==> config.mk <==
export PLATFORM = sky130hd
export DESIGN_NAME = etm_timer
export DESIGN_NICKNAME = d
export VERILOG_FILES = /design/src/design/etm_pkg.sv /design/src/design/etm_divider.sv /design/src/design/etm_hold.sv /design/src/design/etm_timer.sv
export SDC_FILE = /design/constraint.sdc
export NUM_CORES = 1
export LEC_CHECK = 0
export BUFFER_PORTS_ARGS = -buffer_cell sky130_fd_sc_hd__buf_4
export CELL_PAD_IN_SITES_DETAIL_PLACEMENT = 0
export CELL_PAD_IN_SITES_GLOBAL_PLACEMENT = 2
export CORE_ASPECT_RATIO = 1.25
export CORE_MARGIN = 2
export CORE_UTILIZATION = 43
export CTS_BUF_LIST = sky130_fd_sc_hd__clkbuf_8 sky130_fd_sc_hd__clkbuf_16
export CTS_CLUSTER_SIZE = 28
export DETAILED_ROUTE_END_ITERATION = 16
export PLACE_DENSITY_LB_ADDON = 0.12
export SLEW_MARGIN = 20
export SYNTH_ARGS = -nofsm -noshare
export SYNTH_HDL_FRONTEND = slang
export SYNTH_HIERARCHICAL = 1
export SYNTH_SLANG_ARGS = --single-unit
==> constraint.sdc <==
create_clock -name core_clk -period 2.1 [get_ports core_clk]
set_clock_uncertainty 0.05 [all_clocks]
set_input_delay 0.42 -clock core_clk [delete_from_list [all_inputs] [get_ports core_clk]]
set_output_delay 0.42 -clock core_clk [all_outputs]
set_load 0.01 [all_outputs]
==> src/design/etm_pkg.sv <==
package etm_pkg;

  // Core clock and the two documented times
  localparam int ETM_CLK_HZ = 20_000_000;
  localparam int ETM_TICK_S = 1;
  localparam int ETM_DISC_S = 2;
  localparam int ETM_TICK_CYCLES = ETM_CLK_HZ * ETM_TICK_S;
  localparam int ETM_DISC_CYCLES = ETM_CLK_HZ * ETM_DISC_S;

  // Memory pages and byte positions of the time registers
  localparam logic [2:0] ETM_PAGE_SEC = 3'h1;
  localparam logic [2:0] ETM_PAGE_STAMP = 3'h2;
  localparam logic [2:0] ETM_SEC_BYTE0 = 3'h0;
  localparam logic [2:0] ETM_DISC_BYTE0 = 3'h0;
  localparam logic [2:0] ETM_EOC_BYTE0 = 3'h4;

  // Holding register slots: seconds 0..3, disconnect 4..7, charge_end_time 8..11
  localparam int ETM_SLOTS = 12;
  localparam logic [3:0] ETM_SLOT_SEC = 4'h0;
  localparam logic [3:0] ETM_SLOT_DISC = 4'h4;
  localparam logic [3:0] ETM_SLOT_EOC = 4'h8;

  // Reset values and the answer for bytes this block does not own
  localparam logic [31:0] ETM_TIME_RESET = 32'h0000_0000;
  localparam logic [7:0] ETM_RD_NONE = 8'hFF;

  // Byte write from the bus front end into a memory page
  typedef struct packed {
    logic en;
    logic [2:0] page;
    logic [2:0] idx;
    logic [7:0] data;
  } etm_wr_type;

  // Byte read address into a memory page
  typedef struct packed {
    logic [2:0] page;
    logic [2:0] idx;
  } etm_rd_type;

  // Slot decode result
  typedef struct packed {
    logic hit;
    logic [3:0] slot;
  } etm_slot_type;

endpackage : etm_pkg

==> src/design/etm_divider.sv <==
`timescale 1ns/100ps
module etm_divider
  import etm_pkg::*;
#(
  parameter int DIV = ETM_TICK_CYCLES
)
(
  input wire logic core_clk,
  input wire logic rst_n,
  output logic tick
);

  typedef struct packed {
    logic [31:0] cnt;
    logic tick;
  } etm_div_state_type;

  etm_div_state_type st;
  etm_div_state_type next_st;

  ////////////////////////////////////////////////////////////////////////////
  // One-cycle pulse every DIV cycles; runs in sleep as the timebase
  always_comb
  begin
    next_st = st;
    next_st.tick = 1'b0;
    if (st.cnt == 32'(DIV - 1))
    begin
      next_st.cnt = 32'h0000_0000;
      next_st.tick = 1'b1;
    end
    else
    begin
      next_st.cnt = st.cnt + 32'h0000_0001;
    end
  end

  always_ff @(posedge core_clk or negedge rst_n)
  begin
    if (!rst_n)
      st <= '0;
    else
      st <= next_st;
  end

  assign tick = st.tick;
endmodule : etm_divider

==> src/design/etm_hold.sv <==
`timescale 1ns/100ps
module etm_hold
  import etm_pkg::*;
#(
  parameter int SLOTS = ETM_SLOTS
)
(
  input wire logic core_clk,
  input wire logic rst_n,
  input wire logic load,
  input wire logic [SLOTS*8-1:0] live,
  input wire logic wr_en,
  input wire logic [3:0] wr_slot,
  input wire logic [7:0] wr_data,
  input wire logic rd_hit,
  input wire logic [3:0] rd_slot,
  output logic [7:0] rd_data
);

  typedef struct packed {
    logic [SLOTS-1:0][7:0] mem;
    logic [7:0] rd_data;
  } etm_hold_state_type;

  etm_hold_state_type st;
  etm_hold_state_type next_st;

  ////////////////////////////////////////////////////////////////////////////
  // Snapshot of all slots at once, so a multi-byte read is coherent
  always_comb
  begin
    next_st = st;
    if (load)
      next_st.mem = live;
    // Host writes land here too, so read-back matches what was written
    if (wr_en)
      next_st.mem[wr_slot] = wr_data;
    next_st.rd_data = rd_hit ? st.mem[rd_slot] : ETM_RD_NONE;
  end

  always_ff @(posedge core_clk or negedge rst_n)
  begin
    if (!rst_n)
      st <= '0;
    else
      st <= next_st;
  end

  assign rd_data = st.rd_data;
endmodule : etm_hold

==> src/design/etm_timer.sv <==
`timescale 1ns/100ps
// How it works
// A 32-bit seconds counter advances once per second from the timebase.
// The counter rolls over to zero after all ones; host picks the epoch.
// Host reads come from holding registers, stable while being read.
// Holding registers load a snapshot when the recall command's 8th bit arrives.
// Data line low for two seconds copies seconds into the disconnect stamp.
// After disconnect the standard build sleeps; only the seconds counter runs.
// No-sleep build option records the disconnect stamp but keeps converters running.
// Current turning from charge to discharge copies seconds into charge_end_time stamp.
// All three times are four bytes, 1 s per count, low byte first.
// Seconds sit in page 1 bytes 0-3, volatile and host writable.
// Page 2 holds disconnect stamp in bytes 0-3, charge_end_time in 4-7.
// Low-time count restarts when line goes high; one stamp per low period.
module etm_timer
  import etm_pkg::*;
#(
  parameter int TICK_CYCLES = ETM_TICK_CYCLES,
  parameter int DISC_CYCLES = ETM_DISC_CYCLES,
  parameter bit NO_SLEEP = 1'b0
)
(
  input wire logic core_clk,
  input wire logic rst_n,
  input wire logic dq_in,
  input wire logic cur_valid,
  input wire logic cur_charging,
  input wire logic recall_bit8,
  input wire etm_wr_type wr,
  input wire etm_rd_type rd,
  output logic [7:0] rd_data,
  output logic sleep_mode,
  output logic conv_enable
);

  typedef struct packed {
    logic [31:0] sec;
    logic [31:0] disc;
    logic [31:0] eoc;
    logic [31:0] low_cnt;
    logic disc_done;
    logic sleep;
    logic conv_en;
    logic was_charging;
  } etm_state_type;

  etm_state_type st;
  etm_state_type next_st;
  logic sec_tick;
  etm_slot_type wr_dec;
  etm_slot_type rd_dec;
  logic disc_fire;
  logic eoc_fire;

  ////////////////////////////////////////////////////////////////////////////
  // Page and byte to holding slot; shared by the write and read paths
  function automatic etm_slot_type slot_of(input logic [2:0] page, input logic [2:0] idx);
    etm_slot_type s;
    s.hit = 1'b0;
    s.slot = 4'h0;
    if (page == ETM_PAGE_SEC && idx < ETM_SEC_BYTE0 + 3'h4)
    begin
      s.hit = 1'b1;
      s.slot = ETM_SLOT_SEC + {1'b0, idx};
    end
    else if (page == ETM_PAGE_STAMP)
    begin
      s.hit = 1'b1;
      s.slot = (idx < ETM_EOC_BYTE0) ? ETM_SLOT_DISC + {1'b0, idx - ETM_DISC_BYTE0}
                                     : ETM_SLOT_EOC + {1'b0, idx - ETM_EOC_BYTE0};
    end
    return s;
  endfunction : slot_of

  // Replace one byte of a time word, byte 0 being bits 7:0
  function automatic logic [31:0] put_byte(input logic [31:0] w, input logic [1:0] b,
                                           input logic [7:0] d);
    logic [31:0] r;
    r = w;
    r[b*8 +: 8] = d;
    return r;
  endfunction : put_byte

  assign wr_dec = slot_of(wr.page, wr.idx);
  assign rd_dec = slot_of(rd.page, rd.idx);

  ////////////////////////////////////////////////////////////////////////////
  // Timebase; it keeps running during sleep
  etm_divider #(
    .DIV(TICK_CYCLES)
  ) u_div (
    .core_clk(core_clk),
    .rst_n(rst_n),
    .tick(sec_tick)
  );

  // Event detectors
  assign disc_fire = !dq_in && !st.disc_done && st.low_cnt == 32'(DISC_CYCLES - 1);
  assign eoc_fire = cur_valid && st.conv_en && st.was_charging && !cur_charging;

  ////////////////////////////////////////////////////////////////////////////
  // Live counters, stamps, disconnect and charge_end_time detection
  always_comb
  begin
    next_st = st;
    // Plain binary add: all ones rolls to zero
    if (sec_tick)
      next_st.sec = st.sec + 32'h0000_0001;
    if (wr.en && wr_dec.hit)
    begin
      // A host write to the seconds overrides a tick that lands on the same cycle
      if (wr_dec.slot < ETM_SLOT_DISC)
        next_st.sec = put_byte(st.sec, wr_dec.slot[1:0], wr.data);
      else if (wr_dec.slot < ETM_SLOT_EOC)
        next_st.disc = put_byte(st.disc, wr_dec.slot[1:0], wr.data);
      else
        next_st.eoc = put_byte(st.eoc, wr_dec.slot[1:0], wr.data);
    end
    // Line high restarts the measurement and wakes the part
    if (dq_in)
    begin
      next_st.low_cnt = 32'h0000_0000;
      next_st.disc_done = 1'b0;
      next_st.sleep = 1'b0;
      next_st.conv_en = 1'b1;
    end
    else if (!st.disc_done)
    begin
      next_st.low_cnt = st.low_cnt + 32'h0000_0001;
      if (disc_fire)
      begin
        // Hardware stamp wins over a host write in the same cycle
        next_st.disc = st.sec;
        next_st.disc_done = 1'b1;
        next_st.sleep = !NO_SLEEP;
        next_st.conv_en = NO_SLEEP;
      end
    end
    // Measurements stop while asleep, so direction is not tracked then
    if (cur_valid && st.conv_en)
      next_st.was_charging = cur_charging;
    if (eoc_fire)
      next_st.eoc = st.sec;
  end

  always_ff @(posedge core_clk or negedge rst_n)
  begin
    if (!rst_n)
    begin
      st <= '0;
      st.sec <= ETM_TIME_RESET;
      st.disc <= ETM_TIME_RESET;
      st.eoc <= ETM_TIME_RESET;
      st.conv_en <= 1'b1;
    end
    else
      st <= next_st;
  end

  ////////////////////////////////////////////////////////////////////////////
  // Holding registers: the only thing the host ever reads
  etm_hold #(
    .SLOTS(ETM_SLOTS)
  ) u_hold (
    .core_clk(core_clk),
    .rst_n(rst_n),
    .load(recall_bit8),
    .live({st.eoc, st.disc, st.sec}),
    .wr_en(wr.en && wr_dec.hit),
    .wr_slot(wr_dec.slot),
    .wr_data(wr.data),
    .rd_hit(rd_dec.hit),
    .rd_slot(rd_dec.slot),
    .rd_data(rd_data)
  );

  assign sleep_mode = st.sleep;
  assign conv_enable = st.conv_en;
endmodule : etm_timer

==> run metrics, run 1 <==
Setup CP Type=input port to register; top post-synthesis cells by count=268 x dfrtp_1, 200 x mux2_2, 90 x nand2_1, 84 x nor2_1, 57 x nand3_1; Pwr Total=12.9 mW; Post-Syn Instances=1,400; initial antenna violation count=0; Hold Startpoint=cur_charging; CTS tree=done; Startpoint Class=input port; CTS Sinks=269; maximum root-to-sink buffer count=3; placer congestion estimate=0.846; chip height=213 µm; critical path data arrival time=2580 ps; final worst-path cycle share=102%; Clock Power Share=41.8%; worst-skew pair later-pin latency=600 ps; Sequential Power Share=44.3%; switching share of power=26.5%; Combinational Power Share=13.9%; mean post-synth cell area=10.7 µm²; CP max FO=6; nets@finish=1,605; top-level I/O count=37; Rel. slew slack=55.4%; WL final=47,800 µm; largest net degree at the start of global routing=66; PwrDens=694 nW/µm²; NetSw=3.43 mW; asr flop ratio synth=100%; Internal Power=9.51 mW; vias in the first global route=12,100; DR vias/cell=5.82; Initial Util=43.5%; maximum vdd drop=0.550 mV; Cell Area, Synth=15,000 µm²; global-route wire length before repair=73,200 µm; RSZ-0062 raised after global routing=true; synthesized flop and latch total=269; max capacitance violation total=0; post-layout util=54.2%; post-DP HPWL=32,800 µm; Area growth syn-to-layout=24.5%; core area=34,400 µm²; register area=6730 µm²; synth unique cells=91; DR iter-0 viols=732; Hold Violations, Final=0; post-DR wirelength/cell=23.2 µm; I/O Buffers=36; largest cells by area after synthesis=dfrtp_1 45%, mux2_2 15%, nand2_1 2.3%; Worst-Margin Slew=669 ps; number of enable flip-flop cells after synthesis=0; synthesized net count=1,435; top-count cell post-synth=dfrtp_1; # placed instances=1,990; Antenna Cells=0; status=finished, violations left; gr usage total=26.8%; Yosys Warn Count=6; failing checks=negative setup slack; worst r2r src=st[101]; Max Freq=468 MHz; leakage=8.28 nW; tightest hold margin=37.9 ps; area of the multi-input gates=7980 µm²; total CTS buffers=31; Reg clk slew, reported paths=60 ps; clock period minus worst slack=2130 ps; H-Tree Depth=1; sequential area share after synthesis=45.0%; Clock Tree Root=clkbuf_16; die footprint=36,300 µm²; DP Worst Slack=-747 ps; CP required=2550 ps; fin. max-slew vios=0; CP Launch Point=wr[12]; die width=171 µm; Yosys top cell area share=44.8%; Setup WS post-layout=-34.6 ps; largest area contributor in the netlist=dfrtp_1; routed via count=12,000; crit end category=register; GRT overflow=0; row count=76; worst hold path class=input port to register; Final ANT Viol Nets=0; DR DRC count=0; final std cells w/o fill=2,060; ys flop type=dfrtp_1; 1st-pass router iterations=6; fillcell total=3,156; endpoints failing setup=12; layout cell share with drive strength beyond 1=37.7%
==> cell type report <==
cell class,count,area share [%]
clock buffers,38,4.68
clock inverters,17,0.785
inverters,22,0.443
multi-input cells,1006,42.8
flip-flops and latches,269,36.1
well taps,468,3.14
repair buffers,240,12.1
==> final timing paths <==
path / endpoint / slack (ps) / cells past startpoint
worst min register to register: u_div/st[32] / 420 / 1
max in group asynchronous: st[89] / 1060 / 3
worst max register to register: st[124] / 110 / 8
worst max-delay path: st[92] / -30 / 11
worst min-delay path: st[0] / 40 / 2
min in group asynchronous: st[80] / 270 / 2
==> sequential cells by signal, indices dropped and copies added (netlist names) <==
name and cells:
st 130, sleep_mode 1, conv_enable 1, u_hold/rd_data 8, u_hold/st 96, u_div/st 32
u_div/tick 1
==> cell families (layout without fill, tap and decap cells) <==
| group | count (synthesis) | after routing | share of synthesized area, % |
|---|---|---|---|
| simple gates | 465 | 465 | 18.0 |
| flops | 269 | 269 | 45.0 |
| compound gates | 265 | 265 | 11.9 |
| mux | 220 | 220 | 17.3 |
| buf+inv | 125 | 317 | 4.35 |
| xor+xnor | 48 | 48 | 2.81 |
| fa+ha+maj | 8 | 8 | 0.668 |
==> power groups by stage <==
stage,combinational (mW),sequential [mW],clock [mW]
after floorplan,0.935,5.74,0
after global placement,1.73,5.80,0
after detailed placement,1.75,5.82,0
after CTS,1.76,5.72,5.58
after global routing,1.92,5.76,5.79
final,1.81,5.73,5.41
==> per-layer routing <==
metal,track usage [%],part of all wire (%),vias to the layer above
li1,-,-,5536
met1,33.6,41,6091
met2,46.9,51,280
met3,3.21,3.8,80
met4,10.6,3.7,0
met5,0,0,-
==> metrics by stage <==
stage | area, µm² | setup TNS (ps)
after floorplan | 15200 | -31080
after global placement | 17200 | -92210
after detailed placement | 17200 | -96460
after CTS | 18300 | 0
after global routing | 18600 | -1360
final | 18600 | -197
==> worst max-delay path: stages <==
cell      delay (ps)
buf_6             90
or3b_4           410
a21oi_4          170
nand2_2          110
ha_4             240
or3_4            340
a211oi_4         230
buf_4            170
buf_6            130
nand3_2           70
a31oi_1          180
==> what timing repair did <==
item / CTS / global route
buffers inserted: 0 / 13
hold buffers: 1 / 0
resized for setup: 5 / 57
hold endpoints to repair: 34 / 0
pin swaps: 5 / 27
cloned: 0 / 1
endpoints found under the setup margin: 16 / 75
==> cells in the final DEF, fill, tap and decap left out, types with 9 or more instances in the layout <==
cell	instances
dfrtp_1	268
mux2_2	200
buf_4	195
nand2_1	87
nor2_1	80
nand3_1	52
a21oi_1	46
nand4_1	39
o21ai_0	39
a22oi_1	32
clkbuf_16	31
buf_12	31
inv_1	27
xnor2_1	27
nor3_1	23
nor2b_1	22
a211oi_1	21
xor2_1	21
a31oi_1	20
and3_1	18
o21ai_1	14
and4_1	13
nand2b_1	11
or3_1	11
buf_6	11
nor2_4	9
nor4_1	9
a32oi_1	9
Power figures use the tool's default switching activity.
==> run 2, diff against run 1 <==
Settings changed: CTS_BUF_LIST sky130_fd_sc_hd__clkbuf_8 sky130_fd_sc_hd__clkbuf_16 to sky130_fd_sc_hd__clkbuf_16.
==> run 2 against run 1 <==
  * Register-to-register slack is essentially flat
  * Critical path depth is the same
  * Largest power group unchanged
  * Critical path type unchanged
  * Count of clock-buffer cells in the layout shrank 7
  * The run still ends with negative setup slack left
  * Highest routed layer unchanged
==> run metrics, run 2 (synthesized netlist as in run 1, its figures left out) <==
WL final=47,800 µm; area of the multi-input gates=7980 µm²; clock period minus worst slack=2130 ps; Setup CP Type=input port to register; final worst-path cycle share=101%; CP delay by family, top=simple AND/OR/NAND/NOR gates; Worst-Margin Slew=685 ps; global-route wire length before repair=73,200 µm; Clock Tree Root=clkbuf_16; top-level I/O count=37; placer congestion estimate=0.846; row count=76; PwrDens=683 nW/µm²; 1st-pass router iterations=7; GRT overflow=0; critical path data arrival time=2600 ps; Rel. slew slack=54.4%; gr usage total=26.7%; register with the highest flop count=st; Setup WS post-layout=-31.5 ps; Reg clk slew, reported paths=60 ps; worst hold path depth=2; # placed instances=1,990; worst reg2reg path endpoint=st[124]; Largest register FFs=130; endpoints failing setup=11; core area=34,400 µm²; commonest non-fill, non-tap cell in the layout=dfrtp_1; fin. max-slew vios=0; max incr delay on CP=410 ps; Max Freq=469 MHz; CTS tree=done; chip height=213 µm; post-DR wirelength/cell=23.2 µm; layout cell share with drive strength beyond 1=37.2%; post-DP HPWL=32,800 µm; final std cells w/o fill=2,061; initial antenna violation count=0; max capacitance violation total=0; H-Tree Depth=1; leakage=8.24 nW; worst r2r src=st[101]; Final ANT Viol Nets=0; DR iter-0 viols=821; Crit path buffers/inverters=3; status=finished, violations left; Hold Startpoint=cur_charging; I/O Buffers=36; CP Launch Point=wr[12]; die width=171 µm; Hold EP=st[0]; register area=6730 µm²; failing checks=negative setup slack; design area=18,600 µm²; r2r setup slk=120 ps; routed via count=12,000; worst-skew pair later-pin latency=590 ps; crit end category=register; worst-path cell chain=buf_6 > or3b_4 > a21oi_4 > nand2_2 > ha_4 > or3_4 > a211oi_4 > and4bb_1 > buf_6 > a222oi_1 > inv_1; Startpoint Class=input port; worst hold path class=input port to register; maximum root-to-sink buffer count=3; largest net degree at the start of global routing=66; CP max FO=8; RSZ-0062 raised after global routing=true; biggest regs=st x130, u_hold/st x96, u_div/st x32; DR vias/cell=5.80; maximum vdd drop=0.549 mV; CTS Sinks=269; CP required=2570 ps; Initial Util=43.5%; die footprint=36,300 µm²; nets@finish=1,605; DR DRC count=0; crit path max-delay cell type=or3b_4; worst r2r path cells=8; placed cell areas=17,200 µm²; fillcell total=3,158; most used cell, CP=buf_6; Hold Violations, Final=0; total CTS buffers=31; most frequent cells in the layout=268 x dfrtp_1, 200 x mux2_2, 195 x buf_4; Area growth syn-to-layout=24.0%; vias in the first global route=12,100
==> run 2: worst max path at each step <==
stage                          to  slack (ps)  cells past startpoint
after floorplan            st[60]        -430                     10
after global placement     st[80]        -680                     13
after detailed placement   st[80]        -750                     13
after CTS                  st[80]           3                     12
after global routing      st[115]        -100                     13
final                      st[65]         -30                     11
==> run 2: metrics by stage <==
| stage | hold slack, ps | TNS [ps] | worst slack, ps | total power [mW] | util [%] |
|---|---|---|---|---|---|
| 2_1_floorplan | 74.4 | -31080 | -426 | 6.68 | - |
| 3_3_place_gp | 290 | -92210 | -683 | 7.53 | 50.1 |
| 3_5_place_dp | 286 | -96460 | -747 | 7.57 | 50.1 |
| 4_1_cts | 3.12 | 0 | 3.02 | 12.8 | 52.9 |
| 5_1_grt | 22.1 | -1370 | -101 | 13.2 | 54.0 |
| 6_report | 39.7 | -242 | -31.5 | 12.7 | 54.0 |
==> run 2: routing by layer <==
metal / share of wire [%] / up-vias / wire (µm) / track usage (%)
met2: 51 / 269 / 24600 / 47.0
met1: 42 / 6071 / 19900 / 33.5
met4: 3.5 / 0 / 1680 / 10.4
li1: - / 5537 / - / -
met5: 0 / - / 0 / 0
met3: 3.5 / 76 / 1700 / 3.23
==> run 2: power breakdown <==
group,leakage (nW),internal [mW],switching [mW],total (mW)
Clock,0.494,2.91,2.23,5.15
Sequential,3.59,5.50,0.234,5.73
Combinational,4.16,0.848,0.958,1.81
Total,8.24,9.26,3.42,12.7
==> run 2: cell type report <==
type / instances / area share (%)
Multi-Input combinational cell: 1006 / 42.9
Clock buffer: 31 / 4.18
Timing Repair Buffer: 240 / 12.1
Clock inverter: 24 / 0.929
Inverter: 22 / 0.445
Antenna cell: 1 / 0.0135
Tap cell: 468 / 3.15
Sequential cell: 269 / 36.2
==> run 2: what timing repair did <==
action | CTS | global route
pin swaps | 5 | 27
hold endpoints to repair | 34 | 0
hold buffers | 1 | 0
gates cloned | 0 | 1
resized for setup | 5 | 57
setup buffers | 0 | 13
setup endpoints to repair | 16 | 75
==> run 3, diff against run 2 <==
Settings changed: SETUP_SLACK_MARGIN from default to 0.4.
==> run 3 against run 2 <==
  * The flow now finishes without violations
  * Via count rose by 3.5%
  * Die area unchanged
  * Routed wire length increased by 5.1%
  * Critical path type unchanged
  * Largest cell class unchanged
  * Sequential cell count stayed put
  * Sequential share of layout area is 2.6 points lower
  * Total power is 1.2% lower
  * Count of clock-buffer cells in the layout is the same
  * Final cell count increased by 3.6%
  * Largest power group unchanged
  * Register-to-register slack improved by 40 ps
  * Cell area grew 8.3%
==> run metrics, run 3 (synthesized netlist as in run 1, its figures left out) <==
status=finished clean; Final ANT Viol Nets=0; core area=34,400 µm²; r2r setup slk=160 ps; max capacitance violation total=0; Largest register FFs=130; critical path data arrival time=2540 ps; worst-skew pair later-pin latency=580 ps; top-level I/O count=37; CTS tree=done; Worst-Margin Slew=768 ps; WL final=50,300 µm; layout cell share with drive strength beyond 1=46.8%; area of the multi-input gates=8800 µm²; RSZ-0062 raised after global routing=true; placer congestion estimate=0.833; GRT overflow=0; Max Freq=483 MHz; CP required=2570 ps; CP max FO=5; routed via count=12,400; nets@finish=1,679; chip height=213 µm; row count=76; die footprint=36,300 µm²; biggest regs=st x130, u_hold/st x96, u_div/st x32; initial antenna violation count=0; endpoints failing setup=0; Area growth syn-to-layout=34.3%; CTS Sinks=269; Pwr Total=12.5 mW; Setup CP Type=input port to register; DR iter-0 viols=829; 1st-pass router iterations=6; Hold Violations, Final=0; vias in the first global route=12,800; I/O Buffers=36; worst hold path class=input port to register; fin. max-slew vios=0; DR vias/cell=5.79; register with the highest flop count=st; largest net degree at the start of global routing=53; maximum root-to-sink buffer count=3; setup_tns=0 ps; Clock Tree Root=clkbuf_16; final std cells w/o fill=2,136; Reg clk slew, reported paths=60 ps; H-Tree Depth=1; register area=6760 µm²; fillcell total=2,996; commonest non-fill, non-tap cell in the layout=dfrtp_1; most frequent cells in the layout=249 x dfrtp_1, 226 x buf_4, 151 x mux2_2; total CTS buffers=30; worst hold path depth=2; die width=171 µm; crit end category=register; worst r2r path cells=6; leakage=9.00 nW; post-DP HPWL=32,700 µm; DP Worst Slack=-690 ps; Setup WS post-layout=31.1 ps; global-route wire length before repair=76,800 µm; PwrDens=623 nW/µm²; Rel. slew slack=48.8%; DR DRC count=0; Antenna Cells=0; Startpoint Class=input port; tightest hold margin=54.4 ps; maximum vdd drop=0.567 mV; post-DR wirelength/cell=23.5 µm; # placed instances=1,991; clock period minus worst slack=2070 ps; gr usage total=27.9%; final worst-path cycle share=98.5%; Initial Util=43.5%
-- run 3: cell count changes in the layout (fill, tap and decap cells not counted), sizes merged --
cell,previous run,this run
bufinv,2,0
clkbuf,31,32
buf,239,312
dlymetal6s2s,0,1
inv,29,28
clkinv,15,19
diode,1,0
-- run 3: stage by stage --
step                utilization, %  instance area [µm²]
floorplan                        -                15200
global placement              50.0                17200
detailed placement            50.0                17200
CTS                           56.3                19400
global route                  58.4                20100
finish                        58.4                20100
-- run 3: metal layers --
metal  track usage (%)  wire length, µm  vias up
met5                 0                0        -
met4              11.9             2280        0
met3              2.45             2060      116
met2              49.7            25700      322
met1              34.5            20200     6270
li1                  -                -     5666
-- run 3: worst max-delay path, cell delays in order --
cell and delay, ps:
buf_6 90, or3b_4 400, a21oi_4 160, nand2_4 90, ha_4 170, or3_4 400, a211oi_4 190, buf_6 150
a21oi_1 60, a311o_1 330, nand2_1 50
-- run 3: repair_timing --
action                                  4_1_cts  5_1_grt
hold endpoints to repair                     46        0
pin swaps                                   101       77
gates resized for setup                     211      103
setup buffers                                49       31
hold buffers                                  1        0
endpoints found under the setup margin      240      247
cloned                                        5        3
-- run 3: cell type report --
type | instances | area share (%)
clock inverter | 25 | 0.535
clock buffer | 31 | 3.86
multi-input combinational | 1006 | 43.8
timing repair buffer | 315 | 14.9
sequential | 269 | 33.6
tap | 468 | 2.91
inverter | 22 | 0.448
-- run 3: worst paths after layout --
check	to	start
worst max-delay path	st[125]	wr[10]
worst min-delay path	st[0]	cur_charging
worst max register to register	st[127]	st[101]
worst min register to register	st[36]	st[36]
max in group asynchronous	conv_enable	rst_n
min in group asynchronous	st[72]	rst_n
-- run 3: power by group --
group | switching (mW) | internal, mW
logic | 0.993 | 0.935
clock network | 2.21 | 2.64
registers | 0.254 | 5.50
